===== src/rtl/aosr_pkg.sv =====
// constants, field positions and types of the acceleration readout block
// assumes a 50 MHz system clock and a 6-bit address space of 8-bit registers reached over the serial port
package aosr_pkg;
	localparam int CLK_HZ = 50_000_000;
	localparam int BOOT_MS = 5;
	localparam int BOOT_CYCLES = BOOT_MS * (CLK_HZ / 1000);

	localparam logic [5:0] ADDR_CW_FIRST = 6'h20;
	localparam logic [5:0] ADDR_CW_LAST = 6'h25;
	localparam logic [5:0] ADDR_REFERENCE = 6'h26;
	localparam logic [5:0] ADDR_SAMPLE_FLAGS = 6'h27;
	localparam logic [5:0] ADDR_X_LOW = 6'h28;
	localparam logic [5:0] ADDR_X_HIGH = 6'h29;
	localparam logic [5:0] ADDR_Y_HIGH = 6'h2B;
	localparam logic [5:0] ADDR_Z_HIGH = 6'h2D;

	localparam int NUM_CW = 6;
	localparam int CW_ONE = 0;
	localparam int CW_THREE = 2;
	localparam int CW_FOUR = 3;
	localparam int CW_SIX = 5;

	localparam int ONE_COARSE_BIT = 3;
	localparam int ONE_RATE_LSB = 4;
	localparam int THREE_ROUTE_BIT = 4;
	localparam int FOUR_FINE_BIT = 3;
	localparam int FOUR_SWAP_BIT = 6;
	localparam int FOUR_HOLD_BIT = 7;
	localparam int SIX_POL_BIT = 1;

	localparam int CMD_READ_BIT = 7;
	localparam int CMD_INC_BIT = 6;

	localparam logic [7:0] CW_RESET = 8'h00;
	localparam logic [7:0] REF_RESET = 8'h00;

	localparam logic [2:0] SETTLE_COARSE = 3'h1;
	localparam logic [2:0] SETTLE_FINE = 3'h7;

	localparam logic [15:0] MASK_8 = 16'hFF00;
	localparam logic [15:0] MASK_10 = 16'hFFC0;
	localparam logic [15:0] MASK_12 = 16'hFFF0;

	localparam int NUM_AXES = 3;
	localparam logic [1:0] AXIS_Z = 2'h2;
	localparam int WORD_W = 16;
	localparam int SAMPLE_W = WORD_W + 2;
	localparam int BUF_DEPTH = 2;

	// encoding is {coarse_power_select, fine_resolution_select}
	typedef enum logic [1:0] {
		RES_10 = 2'b00,
		RES_12 = 2'b01,
		RES_8 = 2'b10,
		RES_BAD = 2'b11
	} aosr_res_t;

	typedef enum logic [0:0] {
		PH_CMD = 1'b0,
		PH_DATA = 1'b1
	} aosr_phase_t;
endpackage


===== src/rtl/aosr_stream_if.sv =====
// valid/ready stream carrying one tagged sample word
// assumes both ends on the same clock
`timescale 1ns/1ps
interface aosr_stream_if #(parameter int W = 18);
	logic valid;
	logic ready;
	logic [W-1:0] data;
	modport src (output valid, output data, input ready);
	modport snk (input valid, input data, output ready);
endinterface


===== src/rtl/aosr_pair_buffer.sv =====
// small valid/ready buffer between the sensing core and the output registers
// assumes a power-of-two depth; ready toward the source is a flop
`timescale 1ns/1ps
module aosr_pair_buffer #(
	parameter int W = 18,
	parameter int DEPTH = 2
) (
	// clock and reset
	input wire logic mclk,
	input wire logic rstn,
	// filling side and draining side
	aosr_stream_if.snk wr,
	aosr_stream_if.src rd
);
	localparam int AW = (DEPTH > 1) ? $clog2(DEPTH) : 1;
	localparam logic [AW:0] FULL = (AW+1)'(DEPTH);

	generate
		if (DEPTH < 2 || (DEPTH & (DEPTH - 1)) != 0)
		begin : g_bad_depth
			$error("buffer depth must be a power of two of at least 2");
		end
	endgenerate

	logic [W-1:0] mem [DEPTH];
	logic [AW-1:0] wp_r;
	logic [AW-1:0] rp_r;
	logic [AW:0] cnt_r;
	logic in_rdy_r;

	wire push = wr.valid & in_rdy_r;
	wire pop = rd.valid & rd.ready;
	wire [AW:0] cnt_nxt = cnt_r + (AW+1)'(push) - (AW+1)'(pop);

	assign wr.ready = in_rdy_r;
	assign rd.valid = (cnt_r != '0);
	assign rd.data = mem[rp_r];

	always_ff @(posedge mclk)
	begin
		if (!rstn)
		begin
			wp_r <= '0;
			rp_r <= '0;
			cnt_r <= '0;
			in_rdy_r <= 1'b0;
		end
		else
		begin
			cnt_r <= cnt_nxt;
			in_rdy_r <= (cnt_nxt != FULL);
			if (push)
				wp_r <= wp_r + 1'b1;
			if (pop)
				rp_r <= rp_r + 1'b1;
		end
	end

	always_ff @(posedge mclk)
	begin
		if (push)
			mem[wp_r] <= wr.data;
	end
endmodule


===== src/rtl/aosr_readout.sv =====
// acceleration output registers, sample flags, ready pin and serial register port
// assumes samples arrive on mclk from the sensing core; the serial port is asynchronous
`timescale 1ns/1ps
module aosr_readout
	import aosr_pkg::*;
#(
	parameter int BOOT_LEN = aosr_pkg::BOOT_CYCLES
) (
	// clock and reset
	input wire logic mclk,
	input wire logic rstn,
	// serial register port
	input wire logic spi_sck,
	input wire logic spi_csn,
	input wire logic spi_mosi,
	output logic spi_miso,
	output logic spi_miso_oe,
	// sample stream from the sensing core
	input wire logic sample_valid,
	input wire logic [1:0] sample_axis,
	input wire logic [aosr_pkg::WORD_W-1:0] sample_word,
	output logic sample_ready,
	// event pins
	output logic first_event_pin,
	output logic second_event_pin
);
	import aosr_pkg::*;

	generate
		if (BOOT_LEN < 1)
		begin : g_bad_boot
			$error("boot length must be at least one cycle");
		end
	endgenerate

	function automatic logic [5:0] pair_addr(input int axis, input logic hi);
		pair_addr = ADDR_X_LOW + 6'(2 * axis) + 6'(hi);
	endfunction

	// pin synchronisers
	logic [2:0] sck_s;
	logic [1:0] csn_s;
	logic [1:0] mosi_s;

	always_ff @(posedge mclk)
	begin
		if (!rstn)
		begin
			sck_s <= 3'h7;
			csn_s <= 2'h3;
			mosi_s <= 2'h0;
		end
		else
		begin
			sck_s <= {sck_s[1:0], spi_sck};
			csn_s <= {csn_s[0], spi_csn};
			mosi_s <= {mosi_s[0], spi_mosi};
		end
	end

	wire cs = ~csn_s[1];
	wire sck_rise = sck_s[1] & ~sck_s[2];
	wire sck_fall = ~sck_s[1] & sck_s[2];

	// serial framing: command byte then data bytes, msb first
	aosr_phase_t phase_r;
	logic [2:0] bit_r;
	logic [6:0] sh_r;
	logic rd_r;
	logic inc_r;
	logic [5:0] addr_r;
	logic [7:0] tx_r;
	logic miso_r;
	logic oe_r;

	wire [7:0] byte_in = {sh_r, mosi_s[1]};
	wire byte_done = cs & sck_rise & (bit_r == 3'h7);
	wire cmd_done = byte_done & (phase_r == PH_CMD);
	wire data_done = byte_done & (phase_r == PH_DATA);
	wire [5:0] next_addr = inc_r ? addr_r + 6'h01 : addr_r;
	// a byte counts as read only when its first bit leaves, so a cut burst has no side effect
	wire rd_fetch = cs & sck_fall & (phase_r == PH_DATA) & rd_r & (bit_r == 3'h0);
	wire [5:0] rd_addr = addr_r;
	wire wr_strobe = data_done & ~rd_r;
	wire [7:0] rd_data;

	always_ff @(posedge mclk)
	begin
		if (!rstn || !cs)
		begin
			phase_r <= PH_CMD;
			bit_r <= 3'h0;
			sh_r <= 7'h00;
			rd_r <= 1'b0;
			inc_r <= 1'b0;
			addr_r <= 6'h00;
		end
		else if (sck_rise)
		begin
			bit_r <= bit_r + 3'h1;
			sh_r <= byte_in[6:0];
			if (cmd_done)
			begin
				phase_r <= PH_DATA;
				rd_r <= byte_in[CMD_READ_BIT];
				inc_r <= byte_in[CMD_INC_BIT];
				addr_r <= byte_in[5:0];
			end
			else if (data_done)
				addr_r <= next_addr;
		end
	end

	// miso changes on falling sck, host samples on rising
	always_ff @(posedge mclk)
	begin
		if (!rstn || !cs)
			tx_r <= 8'h00;
		else if (rd_fetch)
			tx_r <= {rd_data[6:0], 1'b0};
		else if (sck_fall)
			tx_r <= {tx_r[6:0], 1'b0};
	end

	always_ff @(posedge mclk)
	begin
		if (!rstn)
		begin
			miso_r <= 1'b0;
			oe_r <= 1'b0;
		end
		else
		begin
			oe_r <= cs & (phase_r == PH_DATA) & rd_r;
			if (!cs)
				miso_r <= 1'b0;
			else if (sck_fall)
				miso_r <= rd_fetch ? rd_data[7] : tx_r[7];
		end
	end

	// control words and reference
	logic [7:0] cw_r [NUM_CW];
	logic [7:0] ref_r;
	logic boot_r;
	logic [31:0] boot_cnt_r;

	wire boot_end = boot_r & (boot_cnt_r == 32'(BOOT_LEN - 1));
	wire cw_hit = wr_strobe & (addr_r >= ADDR_CW_FIRST) & (addr_r <= ADDR_CW_LAST);
	wire [2:0] cw_idx = addr_r[2:0];

	always_ff @(posedge mclk)
	begin
		if (!rstn)
		begin
			boot_r <= 1'b1;
			boot_cnt_r <= 32'h0;
		end
		else if (boot_r)
		begin
			boot_cnt_r <= boot_cnt_r + 32'h1;
			boot_r <= ~boot_end;
		end
	end

	always_ff @(posedge mclk)
	begin
		if (!rstn)
		begin
			for (int i = 0; i < NUM_CW; i++)
				cw_r[i] <= CW_RESET;
			ref_r <= REF_RESET;
		end
		else
		begin
			if (cw_hit)
				cw_r[cw_idx] <= byte_in;
			if (wr_strobe && addr_r == ADDR_REFERENCE)
				ref_r <= byte_in;
			// boot finishes in power-down whatever was written meanwhile
			if (boot_end)
				cw_r[CW_ONE][7:ONE_RATE_LSB] <= 4'h0;
		end
	end

	wire [2:0] axis_en = cw_r[CW_ONE][2:0];
	wire [3:0] rate = cw_r[CW_ONE][7:ONE_RATE_LSB];
	wire route = cw_r[CW_THREE][THREE_ROUTE_BIT];
	wire hold = cw_r[CW_FOUR][FOUR_HOLD_BIT];
	wire pol = cw_r[CW_SIX][SIX_POL_BIT];
	// the first event latch bit is stored but deliberately not decoded here
	wire [1:0] res_bits = {cw_r[CW_ONE][ONE_COARSE_BIT], cw_r[CW_FOUR][FOUR_FINE_BIT]};
	aosr_res_t res;
	assign res = aosr_res_t'(res_bits);
	wire swap_on = cw_r[CW_FOUR][FOUR_SWAP_BIT] & (res == RES_12);
	wire [15:0] res_mask = (res == RES_8) ? MASK_8 : (res == RES_10) ? MASK_10 : MASK_12;

	// sample path through the buffer
	aosr_stream_if #(.W(SAMPLE_W)) in_if ();
	aosr_stream_if #(.W(SAMPLE_W)) out_if ();

	assign in_if.valid = sample_valid;
	assign in_if.data = {sample_axis, sample_word};
	assign sample_ready = in_if.ready;

	aosr_pair_buffer #(.W(SAMPLE_W), .DEPTH(BUF_DEPTH)) u_buffer (
		.mclk(mclk),
		.rstn(rstn),
		.wr(in_if),
		.rd(out_if)
	);

	logic [2:0] lo_seen_r;
	logic [2:0] hi_seen_r;
	logic [2:0] settle_r;
	aosr_res_t res_prev_r;

	wire [1:0] head_axis = out_if.data[SAMPLE_W-1:WORD_W];
	wire [15:0] head_word = out_if.data[WORD_W-1:0];
	wire [3:0] lock4 = {1'b0, lo_seen_r | hi_seen_r};
	// a held pair stalls the whole queue; the source sees it as back-pressure
	assign out_if.ready = ~(hold & lock4[head_axis]);
	wire take = out_if.valid & out_if.ready;
	wire running = ~boot_r & (rate != 4'h0) & (res != RES_BAD);
	wire accept = take & running & (settle_r == 3'h0);

	always_ff @(posedge mclk)
	begin
		if (!rstn)
		begin
			settle_r <= 3'h0;
			res_prev_r <= RES_10;
		end
		else
		begin
			res_prev_r <= res;
			if (res != res_prev_r)
				settle_r <= (res == RES_12) ? SETTLE_FINE : SETTLE_COARSE;
			else if (take && running && head_axis == AXIS_Z && settle_r != 3'h0)
				settle_r <= settle_r - 3'h1;
		end
	end

	// per-axis flags, output words and pair hold
	logic [2:0] new_r;
	logic [2:0] ov_r;
	logic all_r;
	logic any_r;
	logic [15:0] out_r [NUM_AXES];
	logic [2:0] wr_ax;
	logic [2:0] rd_lo;
	logic [2:0] rd_hi;
	logic [2:0] new_nxt;
	logic [2:0] ov_set;
	logic [2:0] ov_nxt;
	logic [7:0] axis_byte [2*NUM_AXES];

	genvar g;
	generate
		for (g = 0; g < NUM_AXES; g++)
		begin : g_axis
			wire lo_nxt = hold & (lo_seen_r[g] | rd_lo[g]);
			wire hi_nxt = hold & (hi_seen_r[g] | rd_hi[g]);
			assign wr_ax[g] = accept & (head_axis == 2'(g)) & axis_en[g];
			assign rd_lo[g] = rd_fetch & (rd_addr == pair_addr(g, 1'b0));
			assign rd_hi[g] = rd_fetch & (rd_addr == pair_addr(g, 1'b1));
			assign new_nxt[g] = wr_ax[g] | (new_r[g] & ~rd_hi[g]);
			assign ov_set[g] = wr_ax[g] & new_r[g] & ~rd_hi[g];
			assign ov_nxt[g] = ov_set[g] | (ov_r[g] & ~rd_hi[g]);
			assign axis_byte[2*g] = !axis_en[g] ? 8'h00 :
				swap_on ? out_r[g][15:8] : out_r[g][7:0];
			assign axis_byte[2*g+1] = !axis_en[g] ? 8'h00 :
				swap_on ? out_r[g][7:0] : out_r[g][15:8];

			always_ff @(posedge mclk)
			begin
				if (!rstn)
				begin
					lo_seen_r[g] <= 1'b0;
					hi_seen_r[g] <= 1'b0;
					out_r[g] <= 16'h0000;
				end
				else
				begin
					lo_seen_r[g] <= lo_nxt & ~hi_nxt;
					hi_seen_r[g] <= hi_nxt & ~lo_nxt;
					if (wr_ax[g])
						out_r[g] <= head_word & res_mask;
				end
			end
		end
	endgenerate

	wire all_set = ~|(axis_en & ~new_nxt) & |axis_en;
	wire all_none = ~|(axis_en & new_nxt);
	wire z_gen = accept & (head_axis == AXIS_Z);
	wire all_nxt = (z_gen & all_set) | (all_r & ~all_none);
	wire any_nxt = |ov_set | (any_r & |ov_nxt);

	always_ff @(posedge mclk)
	begin
		if (!rstn)
		begin
			new_r <= 3'h0;
			ov_r <= 3'h0;
			all_r <= 1'b0;
			any_r <= 1'b0;
		end
		else
		begin
			new_r <= new_nxt;
			ov_r <= ov_nxt;
			all_r <= all_nxt;
			any_r <= any_nxt;
		end
	end

	// register read selection
	wire [7:0] flags_byte = {any_r, ov_r, all_r, new_r};
	wire in_cw = (rd_addr >= ADDR_CW_FIRST) & (rd_addr <= ADDR_CW_LAST);
	wire in_out = (rd_addr >= ADDR_X_LOW) & (rd_addr <= ADDR_Z_HIGH);
	wire [2:0] out_idx = rd_addr[2:0] - ADDR_X_LOW[2:0];
	assign rd_data = in_cw ? cw_r[rd_addr[2:0]] :
		(rd_addr == ADDR_REFERENCE) ? ref_r :
		(rd_addr == ADDR_SAMPLE_FLAGS) ? flags_byte :
		in_out ? axis_byte[out_idx] : 8'h00;

	// event pins; no latching applies to the ready signal
	logic first_r;
	logic second_r;

	always_ff @(posedge mclk)
	begin
		if (!rstn)
		begin
			first_r <= 1'b0;
			second_r <= 1'b0;
		end
		else
		begin
			first_r <= (route & all_r) ^ pol;
			second_r <= pol;
		end
	end

	assign spi_miso = miso_r;
	assign spi_miso_oe = oe_r;
	assign first_event_pin = first_r;
	assign second_event_pin = second_r;
endmodule


===== config.mk =====
export PLATFORM = sky130hd
export DESIGN_NAME = aosr_readout
export DESIGN_NICKNAME = d
export VERILOG_FILES = /design/src/rtl/aosr_pkg.sv /design/src/rtl/aosr_stream_if.sv /design/src/rtl/aosr_pair_buffer.sv /design/src/rtl/aosr_readout.sv
export SDC_FILE = /design/constraint.sdc
export NUM_CORES = 1
export LEC_CHECK = 0
export ABC_AREA = 1
export BUFFER_PORTS_ARGS = -buffer_cell sky130_fd_sc_hd__buf_4
export CELL_PAD_IN_SITES_DETAIL_PLACEMENT = 0
export CELL_PAD_IN_SITES_GLOBAL_PLACEMENT = 1
export CORE_ASPECT_RATIO = 1.4
export CORE_UTILIZATION = 40
export CTS_CLUSTER_SIZE = 8
export DETAILED_ROUTE_END_ITERATION = 8
export PLACE_DENSITY = 0.64
export SLEW_MARGIN = 20
export SYNTH_ARGS = -nofsm -noshare
export SYNTH_HDL_FRONTEND = slang
export SYNTH_SLANG_ARGS = --single-unit

===== constraint.sdc =====
create_clock -name mclk -period 3.1 [get_ports mclk]
set_input_delay 0.155 -clock mclk [delete_from_list [all_inputs] [get_ports mclk]]
set_output_delay 0.155 -clock mclk [all_outputs]
set_load 0.03 [all_outputs]

==> impl_metrics.csv <==
group,metric,value,unit
timing,drv_slew,0,
yosys,synthTopCellsByCount,"nor2_1, nand2_1, edfxtp_1, dfxtp_1, inv_1",
placement,portBuffers,24,
clock_network,clockRootBuffer,"clkbuf_16",
critical_path,crit_chain,"inv_2, nor2_4, nand3_1, nand2_1, nand2_2, nor2_4, nand2_4, nor2_8, nand3_2, nand2_1",
final_layout,nets,1284,
placement,hpwlAfterDp,20000,um
outcome,status,"finished clean",
yosys,yosys_warnings,0,
critical_path,worst-path-max-fanout,10,
critical_path,critPathRequiredTime,3260,ps
floorplanning,chipWidth,139,um
final_layout,final_cell_count_no_fill,1585,
yosys,synthCells,1179,
yosys,synth-seq-cells,234,
detailed_routing,routed-via-count,8169,
timing,worst_slew_pin_slew,739,ps
floorplanning,std_cell_rows,69,
timing,max_freq,0.403,GHz
clock_network,clock_path_buffers,3,
yosys,syn-mean-instance-area,8.90,sq um
timing,rsz0062_at_grt,"no",
placement,gp_congestion,0.802,
grt,grt_usage,0.214,
clock_network,cts_made_buffers,35,
detailed_routing,drt-total-wl,28000,um
timing,fin_crit,2480,ps
pwr,p_per_area,613,mW/mm^2
critical_path,worst_setup_path_start_kind,"flop",
grt,grt_pass1_vias,8102,
floorplanning,core-area,0.0256,sq mm
clock_network,insertion_delay,510,ps
floorplanning,num_io_pins,29,
floorplanning,floorplan.initialDensity,0.411,
floorplanning,die_y,194,um
detailed_routing,via_per_inst,5.15,
final_layout,diodes,0,
critical_path,cp.arrival,2640,ps
timing,hold_viol,0,
yosys,synth_edf_count,124,
final_layout,fin_area,0.0123,sq mm
grt,grt_pass1_wl,44400,um
timing,fin_tns_setup,0,ps
yosys,async_flop_share,0,
run,drv_cap,0,
yosys,synth.cell_area,0.0105,sq mm
grt,antenna_found_initial,0,
grt,grt_start_max_net_pins,30,
final_layout,areaGrowthSynthToFinish,17.2,%
yosys,yosysMostFrequentCell,"nor2_1",
critical_path,endpoint_kind,"flop",
clock_network,clock_sinks,234,
yosys,yosysTopAreaCell,"edfxtp_1",
min_path,hold_path_class,"input port to flop",
final_layout,fillCellCount,2504,
critical_path,crit_type,"flop to flop",
clock_network,path_clk_slew,50,ps
grt,grt_overflow,0,
detailed_routing,wl_per_cell,17.7,um
timing,whs,57.2,ps
placement,dpl-instance-area,0.0111,sq mm
critical_path,slowest_stage,"dfxtp_1",
timing,final.period_utilization,0.801,
timing,clock_skew,18.0,ps
detailed_routing,drc,0,
yosys,synth_cell_types,48,
yosys,synth_top_flop_cell,"edfxtp_1",
clock_network,htree_levels,2,
timing,setup_viol,0,
yosys,synth_top_area_frac,0.355,
detailed_routing,ant_nets,0,
detailed_routing,firstDrtPassIters,7,
clock_network,cts_resized,0,
yosys,ys_seq_area_frac,0.564,
pwr,p_leak,4.73,nW
yosys,synth_nets,1216,
yosys,synth.area.top_cells,"edfxtp_1, dfxtp_1, nor2_1",
detailed_routing,dr.first_iter.drc_count,504,
placement,dp_cells,1512,
clock_network,cts_tree,"done",
timing,maxSlewHeadroom,0.507,
floorplanning,die_area,0.0269,sq mm
final_layout,drive_above_1_share,0.0964,
critical_path,critPathMaxStageDelay,460,ps
pwr,irDropWorstVdd,0.400,mV
==> critical path, delay by kind of cell, from the launching register on <==
family | cells | cell delay, ps
buffers and inverters | 1 | 80
AND/OR/NAND/NOR | 9 | 1590
flip-flops | 1 | 460
==> cell usage in the layout, fill, tap and decap left out, drive strengths merged, types with 12 or more instances in the layout <==
| cell | count |
|---|---|
| nor2 | 213 |
| nand2 | 185 |
| inv | 107 |
| edfxtp | 124 |
| o21ai | 84 |
| dlygate4sd3 | 17 |
| nand4 | 12 |
| ha | 13 |
| buf | 53 |
| nand3 | 80 |
| nor3 | 21 |
| clkbuf | 53 |
| xor2 | 14 |
| dfxtp | 110 |
| a21oi | 94 |
==> repair_timing <==
action                    in CTS  in global routing
hold buffers                  17                  0
hold endpoints to repair      31                  0
setup buffers                  0                  0
==> kinds of logic (layout without fill, tap and decap cells) <==
logic type / count (synthesis) / in the layout / synth area share
fa+ha+maj: 13 / 13 / 0.0155
simple gates: 539 / 539 / 0.227
mux: 8 / 8 / 0.00763
buf+inv: 149 / 236 / 0.0549
compound gates: 221 / 221 / 0.118
xor+xnor: 15 / 15 / 0.0125
flops: 234 / 234 / 0.564
==> worst paths after layout <==
| check | cells after the start | from | endpoint | slack (ps) |
|---|---|---|---|---|
| worst min-delay path | 3 | rstn | second_event_pin$_SDFF_PN0_ | 60 |
| worst max-delay path | 10 | addr_r[5]$_SDFFE_PP0P_ | cw_r[2][0]$_SDFFCE_PN0P_ | 620 |
| worst min register to register | 1 | csn_s[0]$_SDFF_PN1_ | csn_s[1]$_SDFF_PN1_ | 400 |
| worst max register to register | 10 | addr_r[5]$_SDFFE_PP0P_ | cw_r[2][0]$_SDFFCE_PN0P_ | 620 |
==> through the flow <==
stage | util | power, mW | setup slack, ps
2_1_floorplan | - | 3.92 | 462
3_3_place_gp | 0.436 | 4.11 | 652
3_5_place_dp | 0.436 | 4.11 | 583
4_1_cts | 0.481 | 7.64 | 571
5_1_grt | 0.481 | 7.84 | 328
6_report | 0.481 | 7.54 | 617
==> routing by layer <==
layer  share of wire  GRT usage  vias to the layer above
met5               0          0                        -
met4           0.037     0.0889                        0
met3           0.032     0.0272                       59
met2            0.52      0.395                      151
met1            0.41      0.247                     3808
li1                -          -                     4151
==> registers in the layout (all words and copies together), names as in the netlist, 2 cells and up, named ones only <==
name / cells
settle_r: 3
sck_s: 3
boot_cnt_r: 32
res_prev_r: 2
csn_s: 2
hi_seen_r: 3
new_r: 3
bit_r: 3
sh_r: 7
mosi_s: 2
out_r: 36
u_buffer.cnt_r: 2
tx_r: 7
cw_r: 64
ref_r: 8
u_buffer.mem: 28
addr_r: 6
ov_r: 3
lo_seen_r: 3
==> where the power goes <==
group	internal [mW]	switching [mW]	leakage, nW
Clock	2.13	1.34	0.479
Combinational	0.201	0.394	2.15
Sequential	3.41	0.0579	2.10
Total	5.75	1.79	4.73
==> final cells by class <==
cell class / instances / area [sq um] / share of cell area
multi-input cells: 796 / 4000 / 0.325
flip-flops and latches: 234 / 5930 / 0.482
clock buffers: 53 / 965 / 0.0784
inverters: 110 / 415 / 0.0338
clock inverters: 3 / 33.8 / 0.00275
well taps: 319 / 399 / 0.0324
repair buffers: 70 / 568 / 0.0462
No activity file was read; power rests on OpenSTA's default activity.
